## config.mk

```make
export PLATFORM = sky130hd
export DESIGN_NAME = sgpsc_ctrl
export DESIGN_NICKNAME = d
export VERILOG_FILES = /design/src/rtl/sgpsc_pkg.sv /design/src/rtl/sgpsc_ctrl.sv
export SDC_FILE = /design/constraint.sdc
export NUM_CORES = 1
export LEC_CHECK = 0
export ABC_AREA = 1
export BUFFER_PORTS_ARGS = -buffer_cell sky130_fd_sc_hd__buf_4
export CAP_MARGIN = 15
export CORE_UTILIZATION = 59
export CTS_BUF_LIST = sky130_fd_sc_hd__clkbuf_16
export DETAILED_ROUTE_END_ITERATION = 10
export GPL_TIMING_DRIVEN = 0
export PLACE_DENSITY = 0.95
export SYNTH_ARGS = -nofsm -noshare
export SYNTH_HDL_FRONTEND = slang
export SYNTH_SLANG_ARGS = --single-unit
```

## constraint.sdc

```tcl
create_clock -name core_clk -period 4.1 [get_ports core_clk]
set_clock_uncertainty 0.1 [all_clocks]
set_input_delay 0.82 -clock core_clk [delete_from_list [all_inputs] [get_ports core_clk]]
set_output_delay 0.82 -clock core_clk [all_outputs]
set_load 0.005 [all_outputs]
```

## src/rtl/sgpsc_pkg.sv

```systemverilog
package sgpsc_pkg;

	// ****************************************************************
	// Opcodes and command block fields
	// ****************************************************************
	localparam logic [7:0] OP_PAR_POLL = 8'hD0;  // Conduct a parallel poll.
	localparam logic [7:0] OP_SENSE    = 8'h03;  // Return sense data.
	localparam logic [7:0] OP_SYS_CTL  = 8'hD1;  // Request or release system control.
	localparam int         CDB_LEN     = 6;      // Command block length in bytes.
	localparam int         CDB_ALLOC   = 4;      // Byte holding the allocation count.
	localparam int         CDB_MODE    = 3;      // Byte holding the mode flag.
	localparam int         MODE_BIT    = 0;      // Position of the mode flag.

	// ****************************************************************
	// Sense data layout
	// ****************************************************************
	localparam logic [4:0] SENSE_LEN   = 5'h16;  // Sense bytes available (22).
	localparam logic [7:0] SENSE_HDR   = 8'h70;  // Byte 0: class 7, code 0.
	localparam logic [7:0] SENSE_ADDL  = 8'h0E;  // Byte 7: additional length 14.
	localparam logic [3:0] KEY_NONE    = 4'h0;   // No sense.
	localparam logic [3:0] KEY_ILLEGAL = 4'h5;   // Illegal opcode or parameter.
	localparam logic [3:0] KEY_ERROR   = 4'h9;   // Error on last command.
	localparam logic [3:0] KEY_ABORTED = 4'hB;   // Aborted command.

	// ****************************************************************
	// Timing
	// ****************************************************************
	localparam int CLK_MHZ     = 250;                          // Core clock rate.
	localparam int IDY_NS      = 2000;                         // Least poll hold, ns.
	localparam int IDY_CYC     = (IDY_NS * CLK_MHZ + 999) / 1000; // Rounded up.
	localparam int IFC_PULSE_CYC = IDY_CYC;                    // Clear pulse length.

	// ****************************************************************
	// Bus phase codes and packed carriers
	// ****************************************************************
	typedef enum logic [2:0] {
		PH_BUS_FREE = 3'h0,
		PH_COMMAND  = 3'h2,
		PH_DATA_IN  = 3'h1,
		PH_STATUS   = 3'h3,
		PH_MSG_IN   = 3'h7
	} sgpsc_phase_t;

	typedef struct packed {
		logic [7:0] busErr;     // Instrument bus error code.
		logic [7:0] linkErr;    // Host link error code.
		logic [15:0] unitStat;  // Unit status word.
		logic [31:0] xferCount; // Transferred byte count.
	} sgpsc_stat_t;

endpackage : sgpsc_pkg

```

## src/rtl/sgpsc_ctrl.sv

```systemverilog
`timescale 1ns/1ns
`default_nettype none

// What this block does
// - Parallel poll asserts ATN with EOI, samples data.
// - Hold poll two microseconds, stay active controller.
// - Return poll result as one Data In byte.
// - First controller command pulses IFC, asserts REN.
// - Lost control aborts with check condition, error key, when not system controller.
// - Poll and sense: Command, Data In, Status, Message.
// - System control: Command, Status, Message only.
// - Zero allocation sends no sense, no error.
// - Sense ends at smaller of count, 22 bytes.
// - Sense header 70h, zeros, additional length 14.
// - Key, error codes, status, count fill sense.
// - Keys 0, 5, 9, 11 as defined.
// - Only system controller may drive IFC, REN.
// - Foreign IFC obeyed only when not system controller.
// - Power-on default is system controller.
// - Message In follows Status; command ends then.
module sgpsc_ctrl (
	input  wire logic                  core_clk,     // Core clock, 250 MHz.
	input  wire logic                  nrst,         // Asynchronous reset, active low.
	input  wire logic                  selected,     // Pulse: initiator has selected us.
	input  wire logic                  hostAck,      // Pulse: host took or gave the current byte.
	input  wire logic [7:0]            hostData,     // Command byte from host.
	input  wire logic [7:0]            gpibDataIn,   // Instrument bus data lines.
	input  wire logic                  ifcIn,        // Foreign interface clear seen.
	input  wire logic                  cicLost,      // Pulse: control was passed away.
	input  wire sgpsc_pkg::sgpsc_stat_t unitStat,    // Status fields for sense data.
	output var  sgpsc_pkg::sgpsc_phase_t busPhase_ff, // Current host bus phase.
	output logic                       req_ff,       // Byte ready for host.
	output logic [7:0]                 tgtData_ff,   // Byte to host.
	output logic                       atnOut_ff,    // ATN drive.
	output logic                       eoiOut_ff,    // EOI drive.
	output logic                       ifcOut_ff,    // IFC drive.
	output logic                       renOut_ff,    // REN drive.
	output logic                       sysCtl_ff,    // System controller role.
	output logic                       cic_ff,       // Controller in charge.
	output logic [3:0]                 senseKey_ff,  // Latest sense key.
	output logic [7:0]                 pollResultByte_ff // Last poll result.
);

	// ****************************************************************
	// Sequencer states
	// ****************************************************************
	typedef enum logic [7:0] {
		ST_IDLE = 8'h01,
		ST_CMD  = 8'h02,
		ST_EXEC = 8'h04,
		ST_IFC  = 8'h08,
		ST_POLL = 8'h10,
		ST_DATA = 8'h20,
		ST_STAT = 8'h40,
		ST_MSG  = 8'h80
	} sgpsc_state_t;

	sgpsc_state_t state_ff;                   // Sequencer state.
	logic [7:0]   cdb_ff [sgpsc_pkg::CDB_LEN]; // Captured command block.
	logic [2:0]   cdbIdx_ff;                  // Command byte index.
	logic [4:0]   dataIdx_ff;                 // Data In byte index.
	logic [4:0]   dataLen_ff;                 // Bytes to send in Data In.
	logic [9:0]   timer_ff;                   // Pulse timer.
	logic         checkCond_ff;               // Status is check condition.
	logic         ifcDone_ff;                 // Controller role already claimed.
	logic [9:0]   idyLen_ff;                  // Cycles that ATN has stood so far.

	// Smaller of allocation count and available sense bytes.
	function automatic logic [4:0] senseCount(input logic [7:0] alloc);
		senseCount = (alloc > 8'(sgpsc_pkg::SENSE_LEN)) ? sgpsc_pkg::SENSE_LEN : alloc[4:0];
	endfunction : senseCount

	// Sense byte at a given index.
	function automatic logic [7:0] senseByte(input logic [4:0] i, input logic [3:0] key,
		input sgpsc_pkg::sgpsc_stat_t s);
		senseByte = 8'h00;
		unique case (i)
			5'd0:  senseByte = sgpsc_pkg::SENSE_HDR;
			5'd2:  senseByte = {4'h0, key};
			5'd7:  senseByte = sgpsc_pkg::SENSE_ADDL;
			5'd8:  senseByte = s.busErr;
			5'd9:  senseByte = s.linkErr;
			5'd10: senseByte = s.unitStat[15:8];
			5'd11: senseByte = s.unitStat[7:0];
			5'd18: senseByte = s.xferCount[31:24];
			5'd19: senseByte = s.xferCount[23:16];
			5'd20: senseByte = s.xferCount[15:8];
			5'd21: senseByte = s.xferCount[7:0];
			default: senseByte = 8'h00;
		endcase
	endfunction : senseByte

	wire logic [7:0] opcode  = cdb_ff[0];
	wire logic       isPoll  = (opcode == sgpsc_pkg::OP_PAR_POLL);
	wire logic       isSense = (opcode == sgpsc_pkg::OP_SENSE);
	wire logic       isSys   = (opcode == sgpsc_pkg::OP_SYS_CTL);

	// ****************************************************************
	// Command sequencer and host bus phases
	// ****************************************************************
	// The sequencer walks each command through its phases; the host
	// acknowledges each byte before the next is presented.
	always_ff @(posedge core_clk or negedge nrst) begin
		if (!nrst) begin
			state_ff     <= ST_IDLE;
			busPhase_ff  <= sgpsc_pkg::PH_BUS_FREE;
			req_ff       <= 1'b0;
			tgtData_ff   <= 8'h00;
			cdbIdx_ff    <= 3'h0;
			dataIdx_ff   <= 5'h00;
			dataLen_ff   <= 5'h00;
			timer_ff     <= 10'h000;
			checkCond_ff <= 1'b0;
			senseKey_ff  <= sgpsc_pkg::KEY_NONE;
			for (int k = 0; k < sgpsc_pkg::CDB_LEN; k++) begin
				cdb_ff[k] <= 8'h00;
			end
		end else begin
			unique case (state_ff)
				ST_IDLE: begin
					if (selected) begin
						state_ff    <= ST_CMD;
						busPhase_ff <= sgpsc_pkg::PH_COMMAND;
						req_ff      <= 1'b1;
						cdbIdx_ff   <= 3'h0;
					end
				end
				ST_CMD: begin
					if (hostAck) begin
						cdb_ff[cdbIdx_ff] <= hostData;
						if (cdbIdx_ff == 3'(sgpsc_pkg::CDB_LEN - 1)) begin
							req_ff   <= 1'b0;
							state_ff <= ST_EXEC;
						end else begin
							cdbIdx_ff <= cdbIdx_ff + 3'h1;
						end
					end
				end
				ST_EXEC: begin
					checkCond_ff <= 1'b0;
					dataIdx_ff   <= 5'h00;
					if (isSense) begin
						dataLen_ff <= senseCount(cdb_ff[sgpsc_pkg::CDB_ALLOC]);
						state_ff   <= ST_DATA;
					end else if (isSys) begin
						senseKey_ff <= sgpsc_pkg::KEY_NONE;
						state_ff    <= ST_STAT;
					end else if (isPoll) begin
						if (!sysCtl_ff && !cic_ff) begin
							checkCond_ff <= 1'b1;
							senseKey_ff  <= sgpsc_pkg::KEY_ERROR;
							state_ff     <= ST_STAT;
						end else if (sysCtl_ff && (!ifcDone_ff || !cic_ff)) begin
							// claim control
							// Only a system controller may clear the bus to take charge.
							timer_ff <= 10'(sgpsc_pkg::IFC_PULSE_CYC);
							state_ff <= ST_IFC;
						end else begin
							timer_ff <= 10'(sgpsc_pkg::IDY_CYC);
							state_ff <= ST_POLL;
						end
					end else begin
						checkCond_ff <= 1'b1;
						senseKey_ff  <= sgpsc_pkg::KEY_ILLEGAL;
						state_ff     <= ST_STAT;
					end
				end
				ST_IFC: begin
					if (timer_ff == 10'h001) begin
						timer_ff <= 10'(sgpsc_pkg::IDY_CYC);
						state_ff <= ST_POLL;
					end else begin
						timer_ff <= timer_ff - 10'h001;
					end
				end
				ST_POLL: begin
					if (timer_ff == 10'h001) begin
						dataLen_ff  <= 5'h01;
						senseKey_ff <= sgpsc_pkg::KEY_NONE;
						state_ff    <= ST_DATA;
					end else begin
						timer_ff <= timer_ff - 10'h001;
					end
				end
				ST_DATA: begin
					busPhase_ff <= sgpsc_pkg::PH_DATA_IN;
					if (dataIdx_ff == dataLen_ff) begin
						req_ff   <= 1'b0;
						state_ff <= ST_STAT;
					end else if (!req_ff) begin
						req_ff <= 1'b1;
						tgtData_ff <= isPoll ? pollResultByte_ff
							: senseByte(dataIdx_ff, senseKey_ff, unitStat);
					end else if (hostAck) begin
						req_ff     <= 1'b0;
						dataIdx_ff <= dataIdx_ff + 5'h01;
					end
				end
				ST_STAT: begin
					busPhase_ff <= sgpsc_pkg::PH_STATUS;
					tgtData_ff  <= checkCond_ff ? 8'h02 : 8'h00;
					req_ff      <= 1'b1;
					if (req_ff && hostAck) begin
						req_ff   <= 1'b0;
						state_ff <= ST_MSG;
					end
				end
				ST_MSG: begin
					busPhase_ff <= sgpsc_pkg::PH_MSG_IN;
					tgtData_ff  <= 8'h00;
					req_ff      <= 1'b1;
					if (req_ff && hostAck) begin
						req_ff      <= 1'b0;
						busPhase_ff <= sgpsc_pkg::PH_BUS_FREE;
						state_ff    <= ST_IDLE;
					end
				end
			endcase
		end
	end

	// ****************************************************************
	// Instrument bus lines
	// ****************************************************************
	// The poll drives ATN and EOI together for the whole hold window and
	// latches the data lines on its last cycle, when responses have settled.
	always_ff @(posedge core_clk or negedge nrst) begin
		if (!nrst) begin
			atnOut_ff         <= 1'b0;
			eoiOut_ff         <= 1'b0;
			pollResultByte_ff <= 8'h00;
		end else begin
			// identify message
			// Both lines stand for every poll cycle, so the hold is never one cycle short.
			atnOut_ff <= (state_ff == ST_POLL);
			eoiOut_ff <= (state_ff == ST_POLL);
			if (state_ff == ST_POLL && timer_ff == 10'h001) begin
				pollResultByte_ff <= gpibDataIn;
			end
		end
	end

	// Role tracking: system controller, controller in charge, IFC and REN.
	always_ff @(posedge core_clk or negedge nrst) begin
		if (!nrst) begin
			sysCtl_ff  <= 1'b1;
			cic_ff     <= 1'b0;
			ifcDone_ff <= 1'b0;
			ifcOut_ff  <= 1'b0;
			renOut_ff  <= 1'b0;
		end else begin
			if (state_ff == ST_EXEC && isSys) begin
				sysCtl_ff <= cdb_ff[sgpsc_pkg::CDB_MODE][sgpsc_pkg::MODE_BIT];
			end
			ifcOut_ff <= sysCtl_ff && (state_ff == ST_IFC);
			if (!sysCtl_ff) begin
				renOut_ff <= 1'b0;
			end else if (state_ff == ST_IFC) begin
				renOut_ff <= 1'b1;
			end
			if (state_ff == ST_IFC && timer_ff == 10'h001) begin
				cic_ff     <= 1'b1;
				ifcDone_ff <= 1'b1;
			end else if (cicLost) begin
				cic_ff <= 1'b0;
			end else if (ifcIn && !sysCtl_ff) begin
				cic_ff <= 1'b0;
			end
		end
	end

	// ****************************************************************
	// Checks
	// ****************************************************************
	// hold length count
	// The hold is far too long for a repetition, so a counter measures it.
	always_ff @(posedge core_clk or negedge nrst) begin
		if (!nrst) begin
			idyLen_ff <= 10'h000;
		end else if (atnOut_ff) begin
			idyLen_ff <= idyLen_ff + 10'h001;
		end else begin
			idyLen_ff <= 10'h000;
		end
	end

	AST_IDY_PAIR: assert property (@(posedge core_clk) disable iff (!nrst)
		atnOut_ff == eoiOut_ff) else $error("ATN and EOI differ.");
	AST_IDY_HOLD: assert property (@(posedge core_clk) disable iff (!nrst)
		$fell(atnOut_ff) |-> idyLen_ff >= 10'(sgpsc_pkg::IDY_CYC))
		else $error("Poll hold short.");
	AST_IFC_ROLE: assert property (@(posedge core_clk) disable iff (!nrst)
		ifcOut_ff |-> $past(sysCtl_ff)) else $error("IFC without role.");
	AST_POLL_ONE: assert property (@(posedge core_clk) disable iff (!nrst)
		(state_ff == ST_DATA && isPoll) |-> dataLen_ff == 5'h01) else $error("Poll len.");
	AST_SENSE_MAX: assert property (@(posedge core_clk) disable iff (!nrst)
		dataLen_ff <= sgpsc_pkg::SENSE_LEN) else $error("Sense too long.");
	AST_SYS_NODATA: assert property (@(posedge core_clk) disable iff (!nrst)
		(busPhase_ff == sgpsc_pkg::PH_DATA_IN) |-> !isSys) else $error("Data on sys.");
	AST_MSG_AFTER: assert property (@(posedge core_clk) disable iff (!nrst)
		(state_ff == ST_STAT && hostAck && req_ff) |=> state_ff == ST_MSG)
		else $error("Status not followed by message.");
	AST_ABORT_KEY: assert property (@(posedge core_clk) disable iff (!nrst)
		(state_ff == ST_EXEC && isPoll && !sysCtl_ff && !cic_ff)
		|=> senseKey_ff == sgpsc_pkg::KEY_ERROR && checkCond_ff) else $error("No abort.");

endmodule : sgpsc_ctrl

`default_nettype wire

```

==> results of run 1 <==
-- worst max-delay path by stage --
stage,cells past startpoint,to,slack (ns),from
2_1_floorplan,11,state_ff[1],2.41,state_ff[0]
3_3_place_gp,12,tgtData_ff[1],1.96,dataIdx_ff[0]
3_5_place_dp,12,tgtData_ff[0],1.88,dataIdx_ff[0]
4_1_cts,12,tgtData_ff[1],1.84,dataIdx_ff[0]
5_1_grt,12,tgtData_ff[1],1.56,dataIdx_ff[0]
6_report,12,tgtData_ff[1],1.82,dataIdx_ff[0]
-- sequential cells by signal (all words and copies together), names as in the netlist --
signal,count
busPhase_ff,3
cdbIdx_ff,3
cdb_ff,9
checkCond_ff,1
cic_ff,1
dataIdx_ff,5
dataLen_ff,5
eoiOut_ff,1
ifcDone_ff,1
ifcOut_ff,1
opcode,8
pollResultByte_ff,8
renOut_ff,1
req_ff,1
senseKey_ff,3
state_ff,8
sysCtl_ff,1
tgtData_ff,8
timer_ff,10
-- routing by layer --
metal | up-vias | GRT usage (%) | share of wire (%)
li1 | 2446 | - | -
met1 | 2349 | 39.27 | 40
met2 | 272 | 60.36 | 50
met3 | 45 | 5.610 | 7.4
met4 | 0 | 16.03 | 3.2
met5 | - | 0 | 0
-- through the flow --
stage	hold WS (ns)	utilization, %	power [mW]	worst slack [ns]	std cells
6_report	0.3762	77.87	3.281	1.820	921
5_1_grt	0.4127	77.87	3.493	1.562	921
4_1_cts	0.3758	77.87	3.260	1.841	921
3_5_place_dp	0.3626	74.56	2.514	1.884	905
3_3_place_gp	0.3527	74.56	2.442	1.963	905
2_1_floorplan	0.3383	-	2.093	2.409	689
-- layout make-up --
type                            count  area, sq um  area share (%)
Multi-Input combinational cell    528         2594           42.23
Clock inverter                      7        36.28          0.5908
Timing Repair Buffer              114        855.8           13.93
Inverter                           72        275.3           4.482
Tap cell                          102        127.6           2.078
Sequential cell                    78         1954           31.82
Clock buffer                        9        225.2           3.667
Buffer                             11        73.82           1.202
-- cell families (layout without fill, tap and decap cells) --
logic type | Yosys count | after routing | synth area share (%)
flops | 78 | 78 | 39.91
buf+inv | 83 | 213 | 7.128
compound gates | 69 | 69 | 8.585
other cells | 1 | 1 | 0.07657
fa+ha+maj | 8 | 8 | 2.044
simple gates | 438 | 438 | 40.11
xor+xnor | 12 | 12 | 2.146
-- critical path: stages, from the launching register on --
cell and delay (ns):
dfrtp_1 0.47, inv_1 0.16, ha_1 0.19, nand2_1 0.06, nor2_1 0.54, nand2_1 0.11, nand2_1 0.09, nor2_1 0.05
nand2_1 0.08, nand2_1 0.05, nand2_1 0.08, nand2_1 0.05, a21oi_1 0.17
-- layout by cell type (no fill, tap or decap), types with 2 or more instances in the layout --
master | netlist | routed
o21ai_0 | 22 | 22
inv_1 | 65 | 67
nand3_2 | 2 | 2
nand2_1 | 283 | 283
dfstp_2 | 2 | 2
buf_4 | 3 | 117
buf_2 | 5 | 5
a21oi_1 | 11 | 11
o21ai_2 | 12 | 12
o21ai_1 | 13 | 13
nor2_2 | 6 | 6
dfrtp_1 | 76 | 76
buf_6 | 2 | 2
nor3_1 | 5 | 5
inv_4 | 2 | 2
ha_1 | 8 | 8
nand2_4 | 2 | 2
nand2_2 | 4 | 4
nor2_8 | 2 | 2
inv_2 | 4 | 4
xnor2_1 | 4 | 4
o31ai_1 | 4 | 4
clkbuf_16 | 0 | 9
nor2_4 | 5 | 5
nand4_4 | 3 | 3
nand3_1 | 48 | 48
nand4_1 | 13 | 13
nor2_1 | 56 | 56
xor2_1 | 8 | 8
o211ai_1 | 3 | 3
clkinv_2 | 0 | 4
-- power groups by stage --
stage          clock, mW  sequential (mW)  combinational, mW
5_1_grt            0.734             1.23               1.53
3_3_place_gp           0             1.19               1.25
3_5_place_dp           0             1.20               1.31
2_1_floorplan          0             1.15              0.941
4_1_cts            0.703             1.20               1.36
6_report           0.704             1.21               1.37
==> summary.txt, run 1 <==
Layout
  • Filler cells: 575
  • Design area: between 6000 and 7000 sq um
  • ANT cells: 0
  • Area grow syn2layout: 25.42%
  • Share of layout cells above drive strength 1: between 20% and 30%
  • Nets: 908

Floorplan
  • DIE HEIGHT: between 90 and 100 um
  • Initial core utilization: roughly 62%
  • I/O pin cnt: about 120
  • Core area: 7888 sq um
  • Die W: roughly 93 um
  • Num rows: 32
  • Die area: about 8700 sq um

CTS
  • Htree depth: 3
  • # hold bufs at CTS: 0
  • Root buffer cell: clkbuf_16
  • Postcts setup bufs: 0
  • CTS-repair resized insts: 0
  • Clock Pin Slew Worst Setup and Hold Paths: roughly 0.06 ns
  • Num Clock Sinks: 78
  • CTS buffer count: 9
  • Clk buf depth: 2
  • CTS tree: done
  • Clock latency on the worst-skew pair: 0.33 ns

STA
  • Max-slew violation count: 0
  • Setup TNS: 0 ns
  • Max Fclk: roughly 440 MHz
  • Final hold violation count: 0
  • Final period util: a little under three fifths
  • # setup viols final: 0
  • Tightest Pin Transition: about 0.98 ns
  • RSZ-0062 raised after global routing: no
  • Worst slew margin: 34.51%
  • Minimum clock period: approximately 2.3 ns

Power and ir drop
  • Leak: between 3 and 4 nW
  • Max VDD drop: ~0.44 mV
  • Switching Fraction: 41.49%
  • Clock power frac: 21.5%
  • Share of total power in sequential cells: between 30% and 40%
  • Psw: between 1 and 1.5 mW
  • Comb pwr share: between 40% and 50%
  • Pint: 1.920 mW
  • Power Dens Cells: ~530 nW/um^2

Logic synthesis
  • EDFF count, synth: 0
  • Count leader, synth: nand2_1
  • Top_reg_cell synth: dfrtp_1
  • Cells after synthesis: 689
  • Library cells used by synthesis: 45
  • Average size of a mapped cell: ~7.1 sq um
  • Ys Warns: 0
  • Syn Nets: roughly 800
  • Synth top area cells: dfrtp_1, nand2_1, inv_1, nand3_1, nor2_1
  • Seq cells post-synth: 78
  • Post-synth top cells: nand2_1, dfrtp_1, inv_1
  • Dominant cell type by area after synthesis: dfrtp_1
  • Share of the synthesized area in the top cell type: around 39%
  • Mapped Area: 4897 sq um
  • Async SR Flop Fraction: 100.0%
  • Seq/Total Area, Yosys: between 30% and 40%

Setup path
  • CP Capture Type: flop
  • Worst setup SP type: flop
  • R2R Path Start: dataIdx_ff[0]
  • Flop-to-flop setup slack: ~1.8 ns
  • Arr. time, crit path: ~2.4 ns
  • Max Fanout on Critical Path: 8
  • Reg2reg end: tgtData_ff[1]
  • Worst reg2reg path depth: 12
  • Worst path required time: about 4.3 ns
  • Crit path kind: flop to flop

GRT
  • Total gr overflow: 0
  • Initial antenna violation count: 0
  • All-Layer GR Usage: around 34%
  • First-pass GRT wire length: between 20,000 and 25,000 um
  • Vias in the first global route: 5,014
  • Largest net degree at the start of global routing: 79

Placement
  • DPL Wire Length: between 10,000 and 15,000 um
  • Routability Congestion: roughly 0.96
  • Port bufs: roughly 110
  • DP Area: ~6000 sq um

Drt
  • First DRT Iteration DRCs: approximately 430
  • Number of routed nets with antenna violations: 0
  • DR WL/cell: 15.37 um
  • Residual DRC: 0
  • DR vias/cell: between 5 and 6
  • Routed WL: between 10,000 and 15,000 um
  • Vias post-DR: 5,112
  • Pre-Repair DR Iteration Count: 8

Worst hold path
  • WHS Path Cells: 2
  • Hold path startpoint: ifcDone_ff
  • Sink of the worst hold path: ifcDone_ff
  • HP Class: flop to flop

Flow run
  • Max Cap Violations: 0

Outcome
  • Status: complete, no violations
Note: power is estimated with default switching activity, not from simulation.
==> run 2: changes to the inputs <==
--- a/config.mk
+++ b/config.mk
@@ -8,11 +8,11 @@
 export ABC_AREA = 1
 export BUFFER_PORTS_ARGS = -buffer_cell sky130_fd_sc_hd__buf_4
 export CAP_MARGIN = 15
-export CORE_UTILIZATION = 59
+export CORE_UTILIZATION = 49
 export CTS_BUF_LIST = sky130_fd_sc_hd__clkbuf_16
 export DETAILED_ROUTE_END_ITERATION = 10
 export GPL_TIMING_DRIVEN = 0
-export PLACE_DENSITY = 0.95
+export PLACE_DENSITY = 0.86
 export SYNTH_ARGS = -nofsm -noshare
 export SYNTH_HDL_FRONTEND = slang
 export SYNTH_SLANG_ARGS = --single-unit
==> constraint.sdc (replaced) <==
create_clock -name core_clk -period 2.05 [get_ports core_clk]
set_clock_uncertainty 0.1 [all_clocks]
set_input_delay 0.41 -clock core_clk [delete_from_list [all_inputs] [get_ports core_clk]]
set_output_delay 0.41 -clock core_clk [all_outputs]
set_load 0.005 [all_outputs]
==> summary.txt, run 2 (synthesized netlist as in run 1, its figures left out) <==
Floorplan
  • Die W: 102.0 um (+9.5%)
  • I/O pin cnt: 116 (unchanged)
  • DIE HEIGHT: 102.0 um (+9.5%)
  • Die area: 10,400 sq um (+20%)
  • Core area: 9729 sq um (+23%)
  • Initial core utilization: 50.33% (-12 points)
  • Num rows: 36 (+13%)

Power and ir drop
  • Max VDD drop: 0.6205 mV (+41%)
  • Leak: 3.401 nW (+1.9%)
  • Power Dens Cells: 1075 nW/um^2 (+100%)

Setup path
  • Arr. time, crit path: 2.07 ns (-0.36 ns)
  • Worst path required time: 2.18 ns (-2.07 ns)
  • Crit path kind: flop to flop
  • Max Fanout on Critical Path: 10 (+2)
  • CP Capture Type: flop
  • Worst setup SP type: flop

CTS
  • Num Clock Sinks: 78 (unchanged)
  • CTS tree: done
  • Clk buf depth: 2 (unchanged)
  • Root buffer cell: clkbuf_16
  • Clock latency on the worst-skew pair: 0.34 ns (about the same)
  • CTS buffer count: 9 (unchanged)
  • Clock Pin Slew Worst Setup and Hold Paths: 0.06 ns (about the same)
  • Htree depth: 3 (unchanged)

Placement
  • DPL Wire Length: 9842 um (-4.3%)
  • DP Area: 5919 sq um (+0.66%)
  • Inst Count DP: 936 (+3.4%)
  • Port bufs: 114 (unchanged)
  • Routability Congestion: 0.8905 (-7.1%)

Layout
  • Largest register FFs: 10 (unchanged)
  • Final Util: 65.38% (-12 points)
  • Share of layout cells above drive strength 1: 25.06% (+2.3 points)
  • Largest registers: timer_ff: 10 flops, cdb_ff: 9 flops
  • Non-Filler Instances: 959 (+4.1%)
  • Area grow syn2layout: 29.89%
  • Biggest register: timer_ff
  • Design area: 6361 sq um (+3.6%)
  • Most common library cell in the layout ignoring fill and taps: nand2_1
  • ANT cells: 0 (unchanged)
  • Most frequent cells in the layout: nand2_1, buf_4, dfrtp_1, inv_1, nor2_1
  • Nets: 915 (+0.77%)

STA
  • Max-slew violation count: 0 (unchanged)
  • Tightest Pin Transition: 0.9893 ns (+0.007028 ns)
  • RSZ-0062 raised after global routing: yes
  • Worst slew margin: 34.05% (-0.47 points)
  • Minimum clock period: 1.949 ns (-0.3306 ns)
  • Final period util: 95.07% (+39 points)
  • # setup viols final: 0 (unchanged)
  • Final hold violation count: 0 (unchanged)
  • Hold WS: 0.1152 ns (-0.2610 ns)
  • Max Fclk: 513.1 MHz (+17%)
  • Setup TNS: 0 ns (unchanged)

GRT
  • Met2 usage: 46.00% (-14 points)
  • All-Layer GR Usage: 27.41% (-6.3 points)
  • First-pass GRT wire length: 21,980 um (-3.0%)
  • Total gr overflow: 0 (unchanged)
  • Largest net degree at the start of global routing: 79 (unchanged)
  • Initial antenna violation count: 0 (unchanged)
  • Vias in the first global route: 4,705 (-6.2%)
  • M1 GR Usage: 34.13% (-5.1 points)
  • Gr busiest metal: met2
  • Met3 usage: 6.566% (+0.96 points)

Drt
  • Routed WL: 13,370 um (-5.6%)
  • DR vias/cell: 5.167 (-6.9%)
  • DR WL/cell: 13.94 um (-9.3%)
  • Residual DRC: 0 (unchanged)
  • Pre-Repair DR Iteration Count: 5 (-3)
  • Vias post-DR: 4,955 (-3.1%)
  • Number of routed nets with antenna violations: 0 (unchanged)
  • First DRT Iteration DRCs: 325 (-24%)

Outcome
  • Status: complete, no violations

Worst hold path
  • HP Class: primary input to async pin

Flow run
  • Max Cap Violations: 0 (unchanged)
## run 2: cell count changes in the layout (fill, tap and decap cells not counted), sizes merged
cell      previous run  this run
clkinv               6         4
inv                 73        71
bufinv               0         2
clkinvlp             0         2
clkbuf              10        11
buf                124       130
## run 2: timing repair
item	CTS	global route
pin swaps	0	5
setup buffers	0	7
hold buffers	0	0
endpoints found under the setup margin	8	35
gates resized for setup	4	19
gates cloned	0	0
## run 2: path summary, 6_finish.rpt
kind | start | to | slack [ns] | cells after the start
setup / recovery | state_ff[3] | opcode[7] | 0.10 | 9
max in group asynchronous | nrst | dataIdx_ff[0] | 1.02 | 1
setup reg to reg | state_ff[3] | opcode[7] | 0.10 | 9
min in group core_clk | cicLost | cic_ff | 0.15 | 2
hold reg to reg | ifcDone_ff | ifcDone_ff | 0.38 | 2
hold / removal | nrst | pollResultByte_ff[6] | 0.12 | 1
## run 2: final cells by class
class                           count  area (sq um)
Clock buffer                        9         225.2
Fill cell                         841          3368
Timing Repair Buffer              121         908.4
Sequential cell                    78          1956
Buffer                             11         80.08
Tap cell                          133         166.4
Multi-Input combinational cell    528          2661
Inverter                           72         275.3
Clock inverter                      7         88.84
## run 2: where the power goes
part	total (mW)	switching (mW)	internal, mW
sequential	2.41	0.422	1.99
clock	1.69	0.635	1.06
combinational	2.74	1.65	1.08
## run 2: critical path: stages (launching register included)
cell,delay [ns]
dfrtp_1,0.43
inv_1,0.14
nand2_1,0.14
nor3_4,0.22
nand2_4,0.12
nor2_4,0.19
nand4_4,0.14
clkbuf_4,0.22
nand2_1,0.06
o21ai_1,0.06
## run 2: per-stage QoR
step / power (mW) / setup WS (ns)
finish: 6.838 / 0.1010
global route: 7.319 / -0.01055
CTS: 6.753 / 0.01298
detailed placement: 5.017 / -0.1433
global placement: 4.916 / -0.1347
floorplan: 4.186 / 0.3595
## run 2: routing by layer
layer	vias up	part of all wire, %
met4	0	2.5
li1	2460	-
met3	28	9.0
met5	-	0
met1	2250	41
met2	217	48
==> run 3: changes to the inputs <==
--- a/config.mk
+++ b/config.mk
@@ -8,11 +8,12 @@
 export ABC_AREA = 1
 export BUFFER_PORTS_ARGS = -buffer_cell sky130_fd_sc_hd__buf_4
 export CAP_MARGIN = 15
+export CORE_ASPECT_RATIO = 0.6
 export CORE_UTILIZATION = 49
 export CTS_BUF_LIST = sky130_fd_sc_hd__clkbuf_16
 export DETAILED_ROUTE_END_ITERATION = 10
 export GPL_TIMING_DRIVEN = 0
-export PLACE_DENSITY = 0.86
+export PLACE_DENSITY = 0.77
 export SYNTH_ARGS = -nofsm -noshare
 export SYNTH_HDL_FRONTEND = slang
 export SYNTH_SLANG_ARGS = --single-unit
==> summary.txt, run 3 (synthesized netlist as in run 1, its figures left out) <==
Drt
  • DR WL/cell: 14.84 um (+6.4%)
  • DR vias/cell: 5.251 (+1.6%)
  • Residual DRC: 0 (unchanged)
  • Vias post-DR: 5,009 (+1.1%)
  • Number of routed nets with antenna violations: 0 (unchanged)
  • Routed WL: 14,160 um (+5.9%)
  • Pre-Repair DR Iteration Count: 5 (unchanged)
  • First DRT Iteration DRCs: 410 (+26%)

STA
  • RSZ-0062 raised after global routing: yes
  • Tightest Pin Transition: 0.9917 ns (+0.002402 ns)
  • Final hold violation count: 0 (unchanged)
  • Max-slew violation count: 0 (unchanged)
  • # setup viols final: 0 (unchanged)
  • Minimum clock period: 1.941 ns (-0.008349 ns)
  • Worst slew margin: 33.89% (-0.16 points)
  • Setup TNS: 0 ns (unchanged)
  • Final period util: 94.67% (-0.41 points)
  • Max Fclk: 515.3 MHz (+0.43%)
  • Setup WS post-layout: 0.1093 ns (+0.008349 ns)

Flow run
  • Max Cap Violations: 0 (unchanged)

Worst hold path
  • HP Class: primary input to async pin

Power and ir drop
  • Design Power: 6.732 mW (-1.5%)
  • Power Dens Cells: 1061 nW/um^2 (-1.3%)
  • Max VDD drop: 0.7197 mV (+16%)
  • Leak: 3.382 nW (-0.55%)

Setup path
  • R2R Path Start: state_ff[1]
  • Worst reg2reg path depth: 10 (+1)
  • CP Cell Sequence: nor2_4, nand2_4, nor2_8, inv_4, nand3_2, nand2_2, nor2_4, buf_6, nand3_1, nand2_1
  • Delay-heaviest family, CP: simple AND/OR/NAND/NOR gates
  • Worst setup startpoint: state_ff[1]
  • CP Capture Type: flop
  • Crit-path most repeated cell: nor2_4
  • Flop-to-flop setup slack: 0.11 ns (about the same)
  • Crit path kind: flop to flop
  • Arr. time, crit path: 2.12 ns (+0.05 ns)
  • Worst setup SP type: flop
  • Worst path max stage delay: 0.41 ns (-0.02 ns)
  • Worst path required time: 2.23 ns (+0.05 ns)
  • Reg2reg end: timer_ff[0]
  • Worst path bufs/invs: 2 (unchanged)
  • Slowest CP cell: dfrtp_1
  • Max Fanout on Critical Path: 10 (unchanged)

Layout
  • Biggest register: timer_ff
  • Non-Filler Instances: 954 (-0.52%)
  • Area grow syn2layout: 29.51%
  • Share of layout cells above drive strength 1: 25.49% (+0.42 points)
  • Multi-input logic area: 2684 sq um (+0.85%)
  • Filler cells: 815 (-3.1%)
  • Largest registers: timer_ff: 10 flops, cdb_ff: 9 flops
  • Most frequent cells in the layout: nand2_1, buf_4, dfrtp_1, inv_1, nor2_1
  • Nets: 913 (-0.22%)
  • Reg area: 1958 sq um (+0.13%)
  • ANT cells: 0 (unchanged)
  • Design area: 6342 sq um (-0.30%)
  • Largest register FFs: 10 (unchanged)
  • Most common library cell in the layout ignoring fill and taps: nand2_1

Placement
  • Inst Count DP: 933 (-0.32%)
  • DP Area: 5916 sq um (about the same)
  • DPL Wire Length: 10,800 um (+9.7%)
  • Routability Congestion: 0.9076 (+1.9%)
  • Port bufs: 114 (unchanged)
  • DP Worst Slack: -0.1857 ns (-0.04236 ns)

GRT
  • First-pass GRT wire length: 22,490 um (+2.4%)
  • Total gr overflow: 0 (unchanged)
  • Initial antenna violation count: 0 (unchanged)
  • Largest net degree at the start of global routing: 79 (unchanged)
  • Vias in the first global route: 4,555 (-3.2%)
  • All-Layer GR Usage: 28.66% (+1.2 points)

CTS
  • Clock latency on the worst-skew pair: 0.34 ns (about the same)
  • Htree depth: 3 (unchanged)
  • CTS tree: done
  • Clock Pin Slew Worst Setup and Hold Paths: 0.06 ns (about the same)
  • Clk buf depth: 2 (unchanged)
  • Root buffer cell: clkbuf_16
  • Num Clock Sinks: 78 (unchanged)
  • CTS buffer count: 9 (unchanged)

Floorplan
  • Die W: 131.1 um (+29%)
  • Initial core utilization: 51.96% (+1.6 points)
  • Num rows: 27 (-25%)
  • Core area: 9425 sq um (-3.1%)
  • Die area: 10,410 sq um (+0.12%)
  • I/O pin cnt: 116 (unchanged)
  • DIE HEIGHT: 79.44 um (-22%)

Outcome
  • Status: complete, no violations
-- run 3: layout make-up --
cell class                      instances  area share [%]
Inverter                               72           4.419
Sequential cell                        78           30.87
Clock inverter                          7          0.8877
Buffer                                 11           1.302
Timing Repair Buffer                  119           14.09
Tap cell                              130           2.565
Multi-Input combinational cell        528           42.32
Clock buffer                            9           3.551
-- run 3: timing repair --
item                       in CTS  in global routing
setup endpoints to repair      14                 41
hold buffers                    0                  0
resized for setup               7                 30
pin swaps                       0                  5
setup buffers                   0                  5
-- run 3: where the power goes --
| part | switching, mW | internal (mW) |
|---|---|---|
| Clock | 0.610 | 0.922 |
| Sequential | 0.406 | 1.99 |
| Combinational | 1.71 | 1.10 |
-- run 3: layer usage --
| metal | global-route usage [%] | up-vias | routed length, um |
|---|---|---|---|
| met5 | 0 | - | 0 |
| met1 | 44.27 | 2353 | 6626 |
| met4 | 6.782 | 0 | 153 |
| li1 | - | 2447 | - |
| met3 | 6.971 | 16 | 1219 |
| met2 | 39.42 | 193 | 6158 |
-- run 3: worst max path at each step --
| stage | slack (ns) | endpoint | cells after the start |
|---|---|---|---|
| after floorplan | 0.36 | state_ff[1] | 11 |
| after global placement | -0.13 | tgtData_ff[1] | 12 |
| after detailed placement | -0.19 | tgtData_ff[1] | 12 |
| after CTS | 0.01 | tgtData_ff[3] | 7 |
| after global routing | -0.02 | tgtData_ff[0] | 14 |
| final | 0.11 | timer_ff[0] | 10 |
-- run 3: per-stage QoR --
step / hold WS, ns / utilization [%]
2_1_floorplan: 0.01441 / -
6_report: 0.1153 / 67.29
5_1_grt: 0.1664 / 67.29
3_5_place_dp: 0.3710 / 62.76
3_3_place_gp: 0.3646 / 62.76
4_1_cts: 0.1517 / 65.96
